==> config.mk <==
export PLATFORM = sky130hd
export DESIGN_NAME = prc_configurator
export DESIGN_NICKNAME = d
export VERILOG_FILES = /design/src/pkg/prc_pkg.sv /design/src/hdl/prc_configurator.sv
export VERILOG_INCLUDE_DIRS = /design/src /design/src/pkg
export SDC_FILE = /design/constraint.sdc
export NUM_CORES = 1
export LEC_CHECK = 0
export BUFFER_PORTS_ARGS = -buffer_cell sky130_fd_sc_hd__buf_2
export CAP_MARGIN = 20
export CORE_MARGIN = 3
export CORE_UTILIZATION = 35
export DETAILED_ROUTE_END_ITERATION = 10
export PLACE_DENSITY = 0.65
export SLEW_MARGIN = 40
export SYNTH_ARGS = -nofsm -noshare
export SYNTH_HDL_FRONTEND = slang
export SYNTH_SLANG_ARGS = --single-unit
==> constraint.sdc <==
create_clock -name i_sys_clk -period 2.2 [get_ports i_sys_clk]
set_input_delay 0.22 -clock i_sys_clk [delete_from_list [all_inputs] [get_ports i_sys_clk]]
set_output_delay 0.22 -clock i_sys_clk [all_outputs]
set_load 0.1 [all_outputs]
==> src/pkg/prc_regs.svh <==
// Offsets, count ranges, reset values and timing counts of the configurator
`ifndef PRC_REGS_SVH
`define PRC_REGS_SVH
`define PRC_CLK_NS 20
`define PRC_OFF_US 30
`define PRC_STORE_US 26
`define PRC_NEG_DELAY_MS 10
`define PRC_OFF_CYC (`PRC_OFF_US * 1000 / `PRC_CLK_NS)
`define PRC_STORE_CYC (`PRC_STORE_US * 1000 / `PRC_CLK_NS)
`define PRC_NEG_DELAY_CYC (`PRC_NEG_DELAY_MS * 1000000 / `PRC_CLK_NS)
`define PRC_ADDR_STATUS 4'h0
`define PRC_ADDR_SETTINGS 4'h4
`define PRC_ADDR_CONTROL 4'h8
`define PRC_ADDR_LAST 4'hC
`define PRC_NEG_FIRST 7'h01
`define PRC_NEG_LAST 7'h33
`define PRC_NEG_DEF 6'h19
`define PRC_AUX_FIRST 7'h34
`define PRC_AUX_LAST 7'h4F
`define PRC_AUX_DEF 5'h08
`define PRC_DIS_ON 7'h50
`define PRC_DIS_OFF 7'h51
`define PRC_DET_ON 7'h52
`define PRC_DET_OFF 7'h53
`define PRC_POS_FIRST 7'h54
`define PRC_POS_LAST 7'h5A
`define PRC_POS_DEF 3'h0
`define PRC_OCP_FIRST 7'h5B
`define PRC_OCP_LAST 7'h62
`define PRC_OCP_DEF 3'h0
`define PRC_CNT_MAX 7'h7F
`endif

==> src/pkg/prc_pkg.sv <==
// Types shared by the rail configurator
package prc_pkg;
	typedef enum logic [3:0] {
		ST_OFF = 4'h1,
		ST_ON = 4'h2,
		ST_LOW = 4'h4,
		ST_HIGH = 4'h8
	} prc_state_e;
	typedef struct packed {
		logic [5:0] neg_code;
		logic [2:0] pos_code;
		logic [4:0] aux_code;
		logic [2:0] ocp_code;
		logic dis_off;
		logic det_on;
	} prc_set_s;
	typedef struct packed {
		logic [3:0] address;
		logic read;
		logic write;
		logic [31:0] writedata;
	} prc_req_s;
endpackage

==> src/hdl/prc_configurator.sv <==
// Pulse-count rail configurator with Avalon-MM status and control
//
// The address map and the Avalon-MM register port were left to the implementer.
`timescale 1ns/100ps
`include "prc_regs.svh"
module prc_configurator
#(
	parameter int P_NEG_DELAY_CYC = `PRC_NEG_DELAY_CYC
)
(
	input wire logic i_sys_clk,
	input wire logic i_reset,
	input wire logic i_ctrl_pin,
	input wire logic i_aux_en_pin,
	input wire logic i_discharge_select_pin,
	input wire logic i_sense_absent,
	input wire logic i_sense_gap_above_hi,
	input wire logic i_sense_gap_below_lo,
	input wire logic [3:0] i_avs_address,
	input wire logic i_avs_read,
	input wire logic i_avs_write,
	input wire logic [31:0] i_avs_writedata,
	output logic [31:0] o_avs_readdata,
	output logic o_avs_waitrequest,
	output logic o_pos_rail_en,
	output logic o_neg_rail_en,
	output logic o_aux_rail_en,
	output logic [5:0] o_neg_code,
	output logic [2:0] o_pos_code,
	output logic [4:0] o_aux_code,
	output logic [2:0] o_ocp_code,
	output logic o_det_on,
	output logic o_panel_discharge,
	output logic o_aux_discharge,
	output logic o_panel_hiz,
	output logic o_aux_hiz,
	output logic o_sense_use_pin
);
	localparam int NPIN = 6;
	localparam logic [10:0] OFF_CYC = 11'(`PRC_OFF_CYC);
	localparam logic [10:0] STORE_CYC = 11'(`PRC_STORE_CYC);
	localparam logic [18:0] NEG_CYC = 19'(P_NEG_DELAY_CYC);
	logic [NPIN-1:0] pins;
	logic [NPIN-1:0] s1_reg, s2_reg, s3_reg, filt_reg;
	assign pins = {i_sense_gap_below_lo, i_sense_gap_above_hi, i_sense_absent,
		i_discharge_select_pin, i_aux_en_pin, i_ctrl_pin};
	// A level counts once stages two and three agree
	genvar g;
	generate
		for (g = 0; g < NPIN; g++)
		begin : g_sync
			always_ff @(posedge i_sys_clk)
			begin
				s1_reg[g] <= pins[g];
				s2_reg[g] <= s1_reg[g];
				s3_reg[g] <= s2_reg[g];
				if (i_reset)
					filt_reg[g] <= 1'b0;
				else if (s2_reg[g] == s3_reg[g])
					filt_reg[g] <= s3_reg[g];
			end
		end
	endgenerate
	wire ctrl_lvl = filt_reg[0];
	wire aux_lvl = filt_reg[1];
	wire dsel_lvl = filt_reg[2];
	wire sense_absent = filt_reg[3];
	wire gap_hi = filt_reg[4];
	wire gap_lo = filt_reg[5];
	logic ctrl_d_reg;
	wire ctrl_rise = ctrl_lvl & ~ctrl_d_reg;
	wire ctrl_fall = ~ctrl_lvl & ctrl_d_reg;

	prc_pkg::prc_state_e state_reg, state_next;
	prc_pkg::prc_set_s set_reg, set_next, set_def;
	logic [6:0] cnt_reg, last_reg;
	logic [10:0] tmr_reg;
	logic [18:0] neg_tmr_reg;
	logic neg_en_reg, inhibit_reg, sense_pin_reg;
	logic [31:0] rdata_reg;
	logic ack_reg;

	assign set_def = '{neg_code: `PRC_NEG_DEF, pos_code: `PRC_POS_DEF,
		aux_code: `PRC_AUX_DEF, ocp_code: `PRC_OCP_DEF, dis_off: 1'b0,
		det_on: 1'b0};
	wire off_done = (tmr_reg == OFF_CYC - 11'h001);
	wire store_done = (tmr_reg == STORE_CYC - 11'h001);
	wire apply = (state_reg == prc_pkg::ST_HIGH) & ctrl_lvl & store_done;
	wire shut = (state_reg == prc_pkg::ST_LOW) & ~ctrl_lvl & off_done;
	wire in_neg = cnt_reg >= `PRC_NEG_FIRST && cnt_reg <= `PRC_NEG_LAST;
	wire in_aux = cnt_reg >= `PRC_AUX_FIRST && cnt_reg <= `PRC_AUX_LAST;
	wire in_pos = cnt_reg >= `PRC_POS_FIRST && cnt_reg <= `PRC_POS_LAST;
	wire in_ocp = cnt_reg >= `PRC_OCP_FIRST && cnt_reg <= `PRC_OCP_LAST;
	wire [6:0] aux_off = cnt_reg - `PRC_AUX_FIRST;
	wire [6:0] pos_off = cnt_reg - `PRC_POS_FIRST;
	wire [6:0] ocp_off = cnt_reg - `PRC_OCP_FIRST;
	wire all_low = ~ctrl_lvl & ~aux_lvl & (state_reg == prc_pkg::ST_OFF);

	always_comb
	begin
		state_next = state_reg;
		case (state_reg)
			prc_pkg::ST_OFF: if (ctrl_rise) state_next = prc_pkg::ST_ON;
			prc_pkg::ST_ON: if (ctrl_fall) state_next = prc_pkg::ST_LOW;
			prc_pkg::ST_LOW:
				if (ctrl_rise)
					state_next = prc_pkg::ST_HIGH;
				else if (shut)
					state_next = prc_pkg::ST_OFF;
			prc_pkg::ST_HIGH:
				if (ctrl_fall)
					state_next = prc_pkg::ST_LOW;
				else if (apply)
					state_next = prc_pkg::ST_ON;
			default: state_next = prc_pkg::ST_OFF;
		endcase
	end

	always_comb
	begin
		set_next = set_reg;
		if (all_low)
			set_next = set_def;
		else if (shut)
		begin
			set_next.neg_code = `PRC_NEG_DEF;
			set_next.pos_code = `PRC_POS_DEF;
		end
		else if (apply)
		begin
			// counts outside every range fall through unchanged
			if (in_neg)
				set_next.neg_code = cnt_reg[5:0];
			else if (in_aux)
				set_next.aux_code = aux_off[4:0];
			else if (cnt_reg == `PRC_DIS_ON)
				set_next.dis_off = 1'b0;
			else if (cnt_reg == `PRC_DIS_OFF)
				set_next.dis_off = 1'b1;
			else if (cnt_reg == `PRC_DET_ON)
				set_next.det_on = 1'b1;
			else if (cnt_reg == `PRC_DET_OFF)
				set_next.det_on = 1'b0;
			else if (in_pos)
				set_next.pos_code = pos_off[2:0];
			else if (in_ocp)
				set_next.ocp_code = ocp_off[2:0];
		end
	end

	always_ff @(posedge i_sys_clk)
	begin
		if (i_reset)
		begin
			state_reg <= prc_pkg::ST_OFF;
			set_reg <= '{neg_code: `PRC_NEG_DEF, pos_code: `PRC_POS_DEF,
				aux_code: `PRC_AUX_DEF, ocp_code: `PRC_OCP_DEF,
				dis_off: 1'b0, det_on: 1'b0};
			ctrl_d_reg <= 1'b0;
		end
		else
		begin
			state_reg <= state_next;
			set_reg <= set_next;
			ctrl_d_reg <= ctrl_lvl;
		end
	end

	// Edge counter and phase timer
	always_ff @(posedge i_sys_clk)
	begin
		if (i_reset)
		begin
			cnt_reg <= 7'h00;
			tmr_reg <= 11'h000;
			last_reg <= 7'h00;
		end
		else
		begin
			if (state_reg == prc_pkg::ST_ON && ctrl_fall)
				cnt_reg <= 7'h00;
			else if (state_reg == prc_pkg::ST_LOW && ctrl_rise
				&& cnt_reg != `PRC_CNT_MAX)
				cnt_reg <= cnt_reg + 7'h01;
			if (ctrl_rise || ctrl_fall)
				tmr_reg <= 11'h000;
			else if (tmr_reg != 11'h7FF)
				tmr_reg <= tmr_reg + 11'h001;
			if (apply)
				last_reg <= cnt_reg;
		end
	end

	// Negative rail waits a fixed delay after the positive rail comes up
	always_ff @(posedge i_sys_clk)
	begin
		if (i_reset || !o_pos_rail_en)
		begin
			neg_tmr_reg <= 19'h00000;
			neg_en_reg <= 1'b0;
		end
		else if (neg_tmr_reg == NEG_CYC - 19'h00001)
			neg_en_reg <= 1'b1;
		else
			neg_tmr_reg <= neg_tmr_reg + 19'h00001;
	end

	// Hysteresis: between the two thresholds the last choice holds
	always_ff @(posedge i_sys_clk)
	begin
		if (i_reset)
			sense_pin_reg <= 1'b0;
		else if (sense_absent || gap_hi)
			sense_pin_reg <= 1'b0;
		else if (gap_lo)
			sense_pin_reg <= 1'b1;
	end

	assign o_pos_rail_en = (state_reg != prc_pkg::ST_OFF) & ~inhibit_reg;
	assign o_neg_rail_en = neg_en_reg;
	assign o_aux_rail_en = aux_lvl & ~inhibit_reg;
	assign o_neg_code = set_reg.neg_code;
	assign o_pos_code = set_reg.pos_code;
	assign o_aux_code = set_reg.aux_code;
	assign o_ocp_code = set_reg.ocp_code;
	assign o_det_on = set_reg.det_on;
	assign o_sense_use_pin = sense_pin_reg;
	wire dis_allowed = dsel_lvl & ~set_reg.dis_off;
	assign o_panel_discharge = dis_allowed & ~o_pos_rail_en;
	assign o_aux_discharge = dis_allowed & ~o_aux_rail_en;
	assign o_panel_hiz = ~o_pos_rail_en & ~o_panel_discharge;
	assign o_aux_hiz = ~o_aux_rail_en & ~o_aux_discharge;

	// Avalon slave: every access waits exactly one cycle
	prc_pkg::prc_req_s req;
	assign req = '{address: i_avs_address, read: i_avs_read,
		write: i_avs_write, writedata: i_avs_writedata};
	wire req_new = (req.read | req.write) & ~ack_reg;
	assign o_avs_waitrequest = (req.read | req.write) & ~ack_reg;
	assign o_avs_readdata = rdata_reg;
	wire [31:0] status_word = {20'h00000, state_reg, 1'b0, dsel_lvl, aux_lvl,
		ctrl_lvl, sense_pin_reg, neg_en_reg, o_aux_rail_en, o_pos_rail_en};
	wire [31:0] settings_word = {13'h0000, set_reg};
	wire [31:0] rmux = (req.address == `PRC_ADDR_STATUS) ? status_word :
		(req.address == `PRC_ADDR_SETTINGS) ? settings_word :
		(req.address == `PRC_ADDR_CONTROL) ? {31'h00000000, inhibit_reg} :
		(req.address == `PRC_ADDR_LAST) ? {25'h0000000, last_reg} :
		32'h00000000;
	always_ff @(posedge i_sys_clk)
	begin
		if (i_reset)
		begin
			ack_reg <= 1'b0;
			rdata_reg <= 32'h00000000;
			inhibit_reg <= 1'b0;
		end
		else
		begin
			ack_reg <= req_new;
			if (req_new && req.read)
				rdata_reg <= rmux;
			if (ack_reg && req.write && req.address == `PRC_ADDR_CONTROL)
				inhibit_reg <= req.writedata[0];
		end
	end

	property p_neg_delay;
		@(posedge i_sys_clk) disable iff (i_reset)
		$rose(o_pos_rail_en) |-> !o_neg_rail_en [*8];
	endproperty
	a_neg_delay: assert property (p_neg_delay) else $error("neg early");
	property p_neg_off;
		@(posedge i_sys_clk) disable iff (i_reset)
		!o_pos_rail_en |=> !o_neg_rail_en;
	endproperty
	a_neg_off: assert property (p_neg_off) else $error("neg rail alone");
	property p_shutdown;
		@(posedge i_sys_clk) disable iff (i_reset)
		shut |=> state_reg == prc_pkg::ST_OFF && o_neg_code == `PRC_NEG_DEF
			&& o_pos_code == `PRC_POS_DEF;
	endproperty
	a_shutdown: assert property (p_shutdown) else $error("no restore");
	property p_start;
		@(posedge i_sys_clk) disable iff (i_reset)
		state_reg == prc_pkg::ST_OFF && ctrl_rise && !inhibit_reg
			|=> o_pos_rail_en && o_pos_code == `PRC_POS_DEF;
	endproperty
	a_start: assert property (p_start) else $error("pos rail not started");
	property p_neg_code;
		@(posedge i_sys_clk) disable iff (i_reset)
		apply && in_neg && !all_low |=> o_neg_code == $past(cnt_reg[5:0]);
	endproperty
	a_neg_code: assert property (p_neg_code) else $error("neg code wrong");
	property p_fd_off;
		@(posedge i_sys_clk) disable iff (i_reset)
		apply && cnt_reg == `PRC_DIS_OFF
			|=> set_reg.dis_off && !o_panel_discharge && !o_aux_discharge;
	endproperty
	a_fd_off: assert property (p_fd_off) else $error("discharge kept");
	property p_ignore;
		@(posedge i_sys_clk) disable iff (i_reset)
		apply && cnt_reg > `PRC_OCP_LAST |=> $stable(set_reg);
	endproperty
	a_ignore: assert property (p_ignore) else $error("bad count applied");
	property p_clear;
		@(posedge i_sys_clk) disable iff (i_reset)
		state_reg == prc_pkg::ST_ON && ctrl_fall |=> cnt_reg == 7'h00;
	endproperty
	a_clear: assert property (p_clear) else $error("count carried");
	property p_hiz;
		@(posedge i_sys_clk) disable iff (i_reset)
		!dsel_lvl && !o_pos_rail_en |-> o_panel_hiz && !o_panel_discharge;
	endproperty
	a_hiz: assert property (p_hiz) else $error("not high impedance");
	property p_sense;
		@(posedge i_sys_clk) disable iff (i_reset)
		gap_hi ##1 gap_hi |-> !o_sense_use_pin;
	endproperty
	a_sense: assert property (p_sense) else $error("sense pin kept");
	c_apply: cover property (@(posedge i_sys_clk) apply && in_neg);
	c_shut: cover property (@(posedge i_sys_clk) shut);
	c_neg_on: cover property (@(posedge i_sys_clk) $rose(o_neg_rail_en));
endmodule // prc_configurator

==> impl_metrics.env, run 1 <==
export IMPL_status="finished, final reports clean"
export IMPL_pin_count=105
export IMPL_fin_hold_ws_ps=104.9
export IMPL_powerDensity_nw_per_um2=951.7
export IMPL_setup_viol=0
export IMPL_synth_edf_count=0
export IMPL_end_kind="flop"
export IMPL_switching_share_pct=29.61
export IMPL_finClkSkew_ps=10.79
export IMPL_ys_warn_count=0
export IMPL_nFillCells=1394
export IMPL_min_delay_path_depth=3
export IMPL_crit_chain="ha_1, nand3b_2, or3_1, buf_4, nand2_1, nand2b_1, a211oi_1"
export IMPL_cts_tree="done"
export IMPL_die_area_um2=16060
export IMPL_power_total_mw=5.940
export IMPL_clock_root_buffer="clkbuf_16"
export IMPL_r2r_cells=7
export IMPL_grt_pass1_vias=4158
export IMPL_critPathKind="flop to flop"
export IMPL_core_area_um2=14100
export IMPL_synth_flop_cell="dfxtp_1"
export IMPL_ir_drop_v=0.0009914
export IMPL_clockPowerShare_pct=47.5
export IMPL_crit_reg2reg_launch="tmr_reg[0]"
export IMPL_synth_top_area_share_pct=45.12
export IMPL_pwr_share_comb_pct=15.0
export IMPL_ys_top_cells_by_count="dfxtp_1 (115), nor2_1 (92), a21oi_1 (47), nand2_1 (45), buf_4 (30)"
export IMPL_switching_power_mw=1.759
export IMPL_fp_dieH_um=126.7
export IMPL_gp_congestion=0.8669
export IMPL_cpMaxStageDelayCell="or3_1"
export IMPL_grt_ovfl_total=0
export IMPL_rsz0062_at_grt="no"
export IMPL_cp_required_ps=2500
export IMPL_area_growth_pct=22.31
export IMPL_ctsHtreeMaxLevel=4
export IMPL_async_flop_share_pct=0
export IMPL_post_route_util_pct=44.27
export IMPL_tns_ps=0
export IMPL_multiInputGateArea_um2=2470
export IMPL_grt_max_degree=31
export IMPL_postCtsSetupRepairBufs=0
export IMPL_port_buffers=60
export IMPL_hp_class="primary input to flop"
export IMPL_maxSlewViolCount=0
export IMPL_drt_iter0_drc=308
export IMPL_die_x_um=126.7
export IMPL_r2r_setup_slack_ps=140
export IMPL_worst_pin_slew_ps=695.7
export IMPL_netlist_area_um2=5102
export IMPL_synth_top_family_by_area="simple AND/OR/NAND/NOR gates"
export IMPL_synthTopCellsByArea="dfxtp_1 (45%), nor2_1 (6.8%), a21oi_1 (4.6%)"
export IMPL_grt_util_all_layers_pct=15.67
export IMPL_cts_buffers=17
export IMPL_via_count=4331
export IMPL_synth_most_common_cell="dfxtp_1"
export IMPL_internal_power_mw=4.181
export IMPL_start_util_pct=36.20
export IMPL_cts_sinks=115
export IMPL_antenna_found_initial=0
export IMPL_clk_path_buf_depth=2
export IMPL_crit_path_start_kind="flop"
export IMPL_slowest_delay_ps=460
export IMPL_endpoint="state_reg[1]"
export IMPL_drv_cap=0
export IMPL_layout_min_cycle_time_ps=2059
export IMPL_ys_seq_area_share_pct=45.12
export IMPL_synth_top_cell_by_area="dfxtp_1"
export IMPL_hpwl_um=9177
export IMPL_leakage_nw=2.457
export IMPL_dr_pass1_iters=7
export IMPL_critical_path_startpoint="tmr_reg[0]"
export IMPL_synthMuxAreaShare_pct=3.188
export IMPL_fin_nets=710
export IMPL_drc_errors=0
export IMPL_wire_per_inst_um=14.76
export IMPL_r2r_end="state_reg[1]"
export IMPL_synthAdderAreaFrac_pct=3.188
export IMPL_wirelength_um=12470
export IMPL_seqPwrFrac_pct=37.5
export IMPL_synth_seq_cells=115
export IMPL_cp_max_fo=8
export IMPL_ant_nets=0
export IMPL_rows=43
export IMPL_viasPerCell=5.125
export IMPL_finalHoldViolations=0
export IMPL_crit_arrival_ps=2360
export IMPL_syn_inst=589
export IMPL_synth_compound_area_share_pct=12.95
export IMPL_avgSynthCellArea_um2=8.663
export IMPL_clk_pin_slew_ps=60
export IMPL_period_share_pct=93.57
export IMPL_max_slew_margin_pct=53.26
export IMPL_drive_gt1_share_pct=20.18
export IMPL_synth_xor_area_share_pct=5.321
export IMPL_grt_pass1_wl_um=20470
export IMPL_regArea_um2=2303
export IMPL_clkLatencyLatePin_ps=400
export IMPL_yosys_area_share_simple_pct=22.22
export IMPL_clock_fmax_ghz=0.4858
export IMPL_synth_distinct_cells=51
-- through the flow --
stage | setup slack [ps] | area, um2 | std cells
floorplan | -61.36 | 5167 | 601
global placement | 167.8 | 5540 | 806
detailed placement | 172.7 | 5540 | 806
CTS | 6.100 | 6221 | 844
global route | 16.14 | 6238 | 844
finish | 141.5 | 6241 | 845
-- how the worst min path moves through the flow --
stage	startpoint	to	slack, ps
after detailed placement	s1_reg[4]	s2_reg[4]	310
after global placement	s1_reg[3]	s2_reg[3]	310
after CTS	i_avs_writedata[0]	inhibit_reg	80
after global routing	i_avs_writedata[0]	inhibit_reg	100
after floorplan	i_ctrl_pin	s1_reg[0]	250
final	i_avs_writedata[0]	inhibit_reg	100
-- cell type report --
| type | count | share of cell area [%] |
|---|---|---|
| Timing Repair Buffer | 90 | 9.042 |
| Inverter | 16 | 0.9623 |
| Clock inverter | 13 | 2.767 |
| Tap cell | 180 | 3.609 |
| Antenna cell | 1 | 0.04010 |
| Clock buffer | 19 | 7.097 |
| Multi-Input combinational cell | 411 | 39.57 |
| Sequential cell | 115 | 36.91 |
-- power by group through the flow --
stage | Sequential, mW | Combinational [mW] | Clock [mW]
after global placement | 2.26 | 0.835 | 0
after global routing | 2.23 | 0.949 | 2.98
final | 2.23 | 0.892 | 2.82
after floorplan | 2.26 | 0.717 | 0
after detailed placement | 2.27 | 0.850 | 0
after CTS | 2.22 | 0.872 | 2.87
-- cells in the final DEF, fill, tap and decap left out, types with 6 or more instances in the layout --
master,n
dlygate4sd3_1,6
buf_2,57
conb_1,13
clkbuf_16,17
or3_1,6
xnor2_1,12
nand2_1,45
nand3_1,17
a22oi_1,9
a21oi_1,46
dfxtp_1,114
mux2i_1,14
nand4_1,11
ha_1,13
xor2_1,19
nor3_1,21
and3_1,7
nor2b_1,9
a211oi_1,9
nor2_1,89
inv_1,16
nand2b_1,6
o21ai_0,11
buf_4,25
-- worst max-delay path: cells and delay by family (launching register included) --
kind / cells / cell delay, ps
buf+inv: 1 / 200
fa+ha+maj: 1 / 260
compound gates: 1 / 290
simple gates: 4 / 850
flops: 1 / 350
-- timing repair --
action,4_1_cts,5_1_grt
setup endpoints to repair,2,13
hold buffers,6,0
gates resized for setup,2,8
endpoints found under the hold margin,6,0
pin swaps,0,1
-- kinds of logic (layout without fill, tap and decap cells) --
logic type / count (synthesis) / in the layout
simple gates: 236 / 236
flops: 115 / 115
compound gates: 103 / 103
buf+inv: 75 / 138
xor+xnor: 31 / 31
mux: 15 / 15
fa+ha+maj: 13 / 13
other cells: 1 / 14
-- per-layer routing --
layer | wire [um] | global-route usage [%] | vias to the layer above
met5 | 0 | 0 | -
met4 | 46 | 4.164 | 0
met3 | 695 | 4.632 | 8
met2 | 6160 | 26.68 | 128
met1 | 5566 | 19.36 | 2069
li1 | - | - | 2126
Power figures use the tool's default switching activity.
==> run 2: changes to the inputs <==
- PLACE_DENSITY: 0.65 -> 0.63
- clock period: 2.2 -> 2 ns (I/O delays scaled with it)
==> impl_metrics.env, run 2 (synthesis gave the netlist of run 1 again) <==
export IMPL_core_area_um2=14100
export IMPL_cpMaxStageDelayCell="dfxtp_4"
export IMPL_drive_gt1_share_pct=27.84
export IMPL_seqPwrFrac_pct=38.0
export IMPL_via_count=4455
export IMPL_path_common_cell="nor2_4"
export IMPL_start_util_pct=36.20
export IMPL_die_area_um2=16060
export IMPL_nFillCells=1342
export IMPL_slowest_delay_ps=370
export IMPL_switching_share_pct=32.17
export IMPL_drt_iter0_drc=294
export IMPL_cts_buffers=17
export IMPL_wire_per_inst_um=14.74
export IMPL_end_kind="output port"
export IMPL_fin_nets=750
export IMPL_clock_fmax_ghz=0.5218
export IMPL_period_share_pct=95.83
export IMPL_rows=43
export IMPL_cts_sinks=115
export IMPL_wirelength_um=13030
export IMPL_hpwl_um=9433
export IMPL_grt_pass1_wl_um=21250
export IMPL_port_buffers=60
export IMPL_status="finished, final reports clean"
export IMPL_layout_commonest_cell="dfxtp_1"
export IMPL_gp_congestion=0.8976
export IMPL_grt_util_all_layers_pct=16.37
export IMPL_clkLatencyLatePin_ps=410
export IMPL_clk_path_buf_depth=2
export IMPL_finClkSkew_ps=7.499
export IMPL_grt_pass1_vias=4323
export IMPL_fin_hold_ws_ps=49.52
export IMPL_layout_min_cycle_time_ps=1917
export IMPL_crit_arrival_ps=1720
export IMPL_cp_required_ps=1800
export IMPL_cts_tree="done"
export IMPL_die_x_um=126.7
export IMPL_ir_drop_v=0.001095
export IMPL_crit_family="simple AND/OR/NAND/NOR gates"
export IMPL_num_antenna_cells=0
export IMPL_viasPerCell=5.040
export IMPL_powerDensity_nw_per_um2=971.4
export IMPL_clockPowerShare_pct=43.3
export IMPL_fp_dieH_um=126.7
export IMPL_dr_pass1_iters=5
export IMPL_grt_ovfl_total=0
export IMPL_hp_class="primary input to flop"
export IMPL_switching_power_mw=2.069
export IMPL_pwr_share_comb_pct=18.7
export IMPL_final_cell_mix="dfxtp_1 (107), nor2_1 (88), buf_4 (61)"
export IMPL_path_buf_inv=3
export IMPL_rsz0062_at_grt="yes"
export IMPL_multiInputGateArea_um2=2552
export IMPL_clk_pin_slew_ps=60
export IMPL_grt_max_degree=29
export IMPL_r2r_setup_slack_ps=90
export IMPL_crit_path_start_kind="flop"
export IMPL_leakage_nw=2.670
export IMPL_crit_chain="inv_1, buf_4, and3_4, nor2_4, nor2_4, buf_12"
export IMPL_regArea_um2=2322
export IMPL_setup_viol=0
export IMPL_place_ws_ps=-6.716
export IMPL_internal_power_mw=4.363
export IMPL_pin_count=105
export IMPL_drv_cap=0
export IMPL_cp_max_fo=7
export IMPL_drc_errors=0
export IMPL_finalHoldViolations=0
export IMPL_area_growth_pct=29.77
export IMPL_ctsHtreeMaxLevel=4
export IMPL_clock_root_buffer="clkbuf_16"
export IMPL_maxSlewViolCount=0
export IMPL_finalWorstSetupSlack_ps=83.50
export IMPL_antenna_found_initial=0
export IMPL_ant_nets=0
export IMPL_critPathKind="flop to output port"
==> run 2: cell types whose count changed in the layout (fill, tap and decap cells not counted), sizes merged <==
cell,before,now
bufinv,3,0
diode,1,0
buf,84,124
inv,19,23
clkinv,3,4
clkbuf,19,17
==> run 2: tightest hold or removal path, stage by stage <==
cell and delay (ps):
buf_2 100, mux2i_1 60, nor2_1 70
==> run 2: worst paths after layout <==
path                           start                end  cells past startpoint
setup reg to reg          cnt_reg[1]      o_aux_code[2]                      8
setup / recovery        state_reg[1]  o_panel_discharge                      6
hold reg to reg            s1_reg[5]          s2_reg[5]                      0
hold / removal    i_avs_writedata[0]        inhibit_reg                      3
==> run 2: cell type report <==
class / count / share of cell area [%]
repair buffers: 130 / 13.81
clock inverters: 15 / 1.833
flip-flops and latches: 115 / 35.07
multi-input cells: 411 / 38.55
well taps: 180 / 3.401
inverters: 16 / 0.9070
clock buffers: 17 / 6.425
==> run 2: routing by layer <==
metal	track usage, %	part of all wire, %	vias up
met3	4.084	4.6	16
met2	27.90	50	115
li1	-	-	2197
met4	5.615	1.3	0
met1	20.14	45	2127
met5	0	0	-
==> run 2: repair_timing <==
item                                   4_1_cts  5_1_grt
setup endpoints to repair                    8       29
gates cloned                                 0        0
endpoints found under the hold margin        6        0
pin swaps                                    0        8
buffers inserted                             0        4
hold buffers                                 6        0
resized for setup                            7       28
==> run 2: power by group through the flow <==
stage	Combinational (mW)	Clock [mW]	Sequential, mW
4_1_cts	1.20	2.84	2.44
5_1_grt	1.27	2.95	2.46
3_3_place_gp	1.16	0	2.49
6_report	1.20	2.79	2.44
2_1_floorplan	0.825	0	2.49
3_5_place_dp	1.18	0	2.49
==> run 2: through the flow <==
step	area (um2)	power [mW]	util [%]	instances	setup TNS, ps
after floorplan	5206	3.317	-	601	-258.5
after global placement	5887	3.651	41.76	843	-189.6
after detailed placement	5887	3.668	41.76	843	-9.705
after CTS	6510	6.483	46.18	881	0
after global routing	6621	6.669	46.97	884	-1.378
final	6621	6.432	46.97	884	0
==> run 3: changes to the inputs <==
- CELL_PAD_IN_SITES_DETAIL_PLACEMENT: default -> 1
- CELL_PAD_IN_SITES_GLOBAL_PLACEMENT: default -> 1
- PLACE_DENSITY: 0.63 -> 0.78
==> impl_metrics.env, run 3 (synthesis gave the netlist of run 1 again) <==
export IMPL_wire_per_inst_um=17.85
export IMPL_drt_iter0_drc=248
export IMPL_cpMaxStageDelayCell="dfxtp_4"
export IMPL_r2r_end="o_ocp_code[2]"
export IMPL_drive_gt1_share_pct=28.98
export IMPL_crit_path_start_kind="flop"
export IMPL_drc_errors=0
export IMPL_pin_count=105
export IMPL_grt_pass1_wl_um=25030
export IMPL_cp_required_ps=1800
export IMPL_status="finished, final reports clean"
export IMPL_path_buf_inv=4
export IMPL_die_x_um=126.7
export IMPL_critical_path_startpoint="state_reg[1]"
export IMPL_grt_util_all_layers_pct=19.45
export IMPL_viasPerCell=5.185
export IMPL_crit_arrival_ps=1760
export IMPL_cp_depth=7
export IMPL_clk_pin_slew_ps=50
export IMPL_hp_class="primary input to flop"
export IMPL_via_count=4547
export IMPL_ant_nets=0
export IMPL_path_common_cell="nor2_4"
export IMPL_endpoint="o_panel_hiz"
export IMPL_period_share_pct=97.92
export IMPL_finalHoldViolations=0
export IMPL_place_ws_ps=-137.7
export IMPL_cts_tree="done"
export IMPL_r2r_setup_slack_ps=60
export IMPL_ctsHtreeMaxLevel=4
export IMPL_core_area_um2=14100
export IMPL_final_cell_mix="dfxtp_1 (106), nor2_1 (87), buf_2 (57)"
export IMPL_fin_nets=743
export IMPL_start_util_pct=36.20
export IMPL_leakage_nw=2.729
export IMPL_clkLatencyLatePin_ps=420
export IMPL_port_buffers=60
export IMPL_clock_root_buffer="clkbuf_16"
export IMPL_grt_max_degree=31
export IMPL_clock_fmax_ghz=0.5106
export IMPL_antenna_found_initial=0
export IMPL_grt_ovfl_total=0
export IMPL_ir_drop_v=0.001009
export IMPL_dr_pass1_iters=5
export IMPL_cts_buffers=17
export IMPL_crit_reg2reg_launch="cnt_reg[2]"
export IMPL_finClkSkew_ps=14.77
export IMPL_setup_viol=0
export IMPL_grt_pass1_vias=4819
export IMPL_slowest_delay_ps=370
export IMPL_finalWorstSetupSlack_ps=41.61
export IMPL_clk_path_buf_depth=2
export IMPL_die_area_um2=16060
export IMPL_layout_min_cycle_time_ps=1958
export IMPL_hpwl_um=10400
export IMPL_max_slew_margin_pct=49.46
export IMPL_rows=43
export IMPL_area_growth_pct=32.34
export IMPL_fp_dieH_um=126.7
export IMPL_num_antenna_cells=0
export IMPL_cp_max_fo=7
export IMPL_r2r_cells=8
export IMPL_gp_congestion=0.8789
export IMPL_crit_family="buffers and inverters"
export IMPL_layout_commonest_cell="dfxtp_1"
export IMPL_critPathKind="flop to output port"
export IMPL_maxSlewViolCount=0
export IMPL_wirelength_um=15650
export IMPL_worst_pin_slew_ps=758.1
export IMPL_power_total_mw=7.115
export IMPL_crit_chain="inv_2, buf_6, and3_4, nor2_4, buf_4, nor2_4, buf_12"
export IMPL_drv_cap=0
export IMPL_end_kind="output port"
export IMPL_powerDensity_nw_per_um2=1054
export IMPL_cts_sinks=115
==> run 3: worst min-delay path by stage <==
| stage | startpoint | to | slack [ps] | cells after the start |
|---|---|---|---|---|
| 6_report | i_avs_writedata[0] | inhibit_reg | 50 | 3 |
| 5_1_grt | i_avs_writedata[0] | inhibit_reg | 40 | 3 |
| 4_1_cts | i_avs_writedata[0] | inhibit_reg | 40 | 3 |
| 3_5_place_dp | i_sense_gap_above_hi | s1_reg[4] | 300 | 1 |
| 3_3_place_gp | i_sense_gap_below_lo | s1_reg[5] | 300 | 1 |
| 2_1_floorplan | i_ctrl_pin | s1_reg[0] | 230 | 0 |
==> run 3: routing by layer <==
metal	track usage, %	vias up	share of wire [%]
met2	36.27	97	54
li1	-	2193	-
met3	4.716	20	4.0
met4	5.931	0	1.2
met5	0	-	0
met1	21.71	2237	40
==> run 3: metrics by stage <==
stage | utilization (%) | hold WS [ps] | cells | cell area [um2] | TNS, ps
6_report | 47.91 | 45.81 | 877 | 6753 | 0
5_1_grt | 47.91 | 41.65 | 877 | 6753 | -78.16
4_1_cts | 46.72 | 43.90 | 871 | 6585 | 0
3_5_place_dp | 41.12 | 304.5 | 831 | 5797 | -498.2
3_3_place_gp | 41.12 | 302.4 | 831 | 5797 | -6.094
2_1_floorplan | - | 227.7 | 601 | 5206 | -258.5
==> run 3: layout make-up <==
cell class / instances / area, um2
inverter: 16 / 60.06
clock buffer: 18 / 439.2
clock inverter: 14 / 209.0
multi-input combinational: 411 / 2633
fill: 1638 / 7343
timing repair buffer: 123 / 865.8
sequential: 115 / 2321
tap: 180 / 225.2
==> run 3: tightest hold or removal path, stage by stage <==
cell	delay [ps]
buf_2	80
mux2i_1	60
nor2_1	80
==> run 3: repair_timing <==
item	CTS	global route
pin swaps	3	9
buffers inserted	2	6
gates resized for setup	17	34
endpoints found under the hold margin	6	0
hold buffers	6	0
setup endpoints to repair	22	27
==> run 3: power by group <==
part	internal (mW)	switching [mW]	leakage [nW]
Sequential	2.37	0.0808	0.941
Clock	2.23	1.09	0.308
Combinational	0.457	0.878	1.48
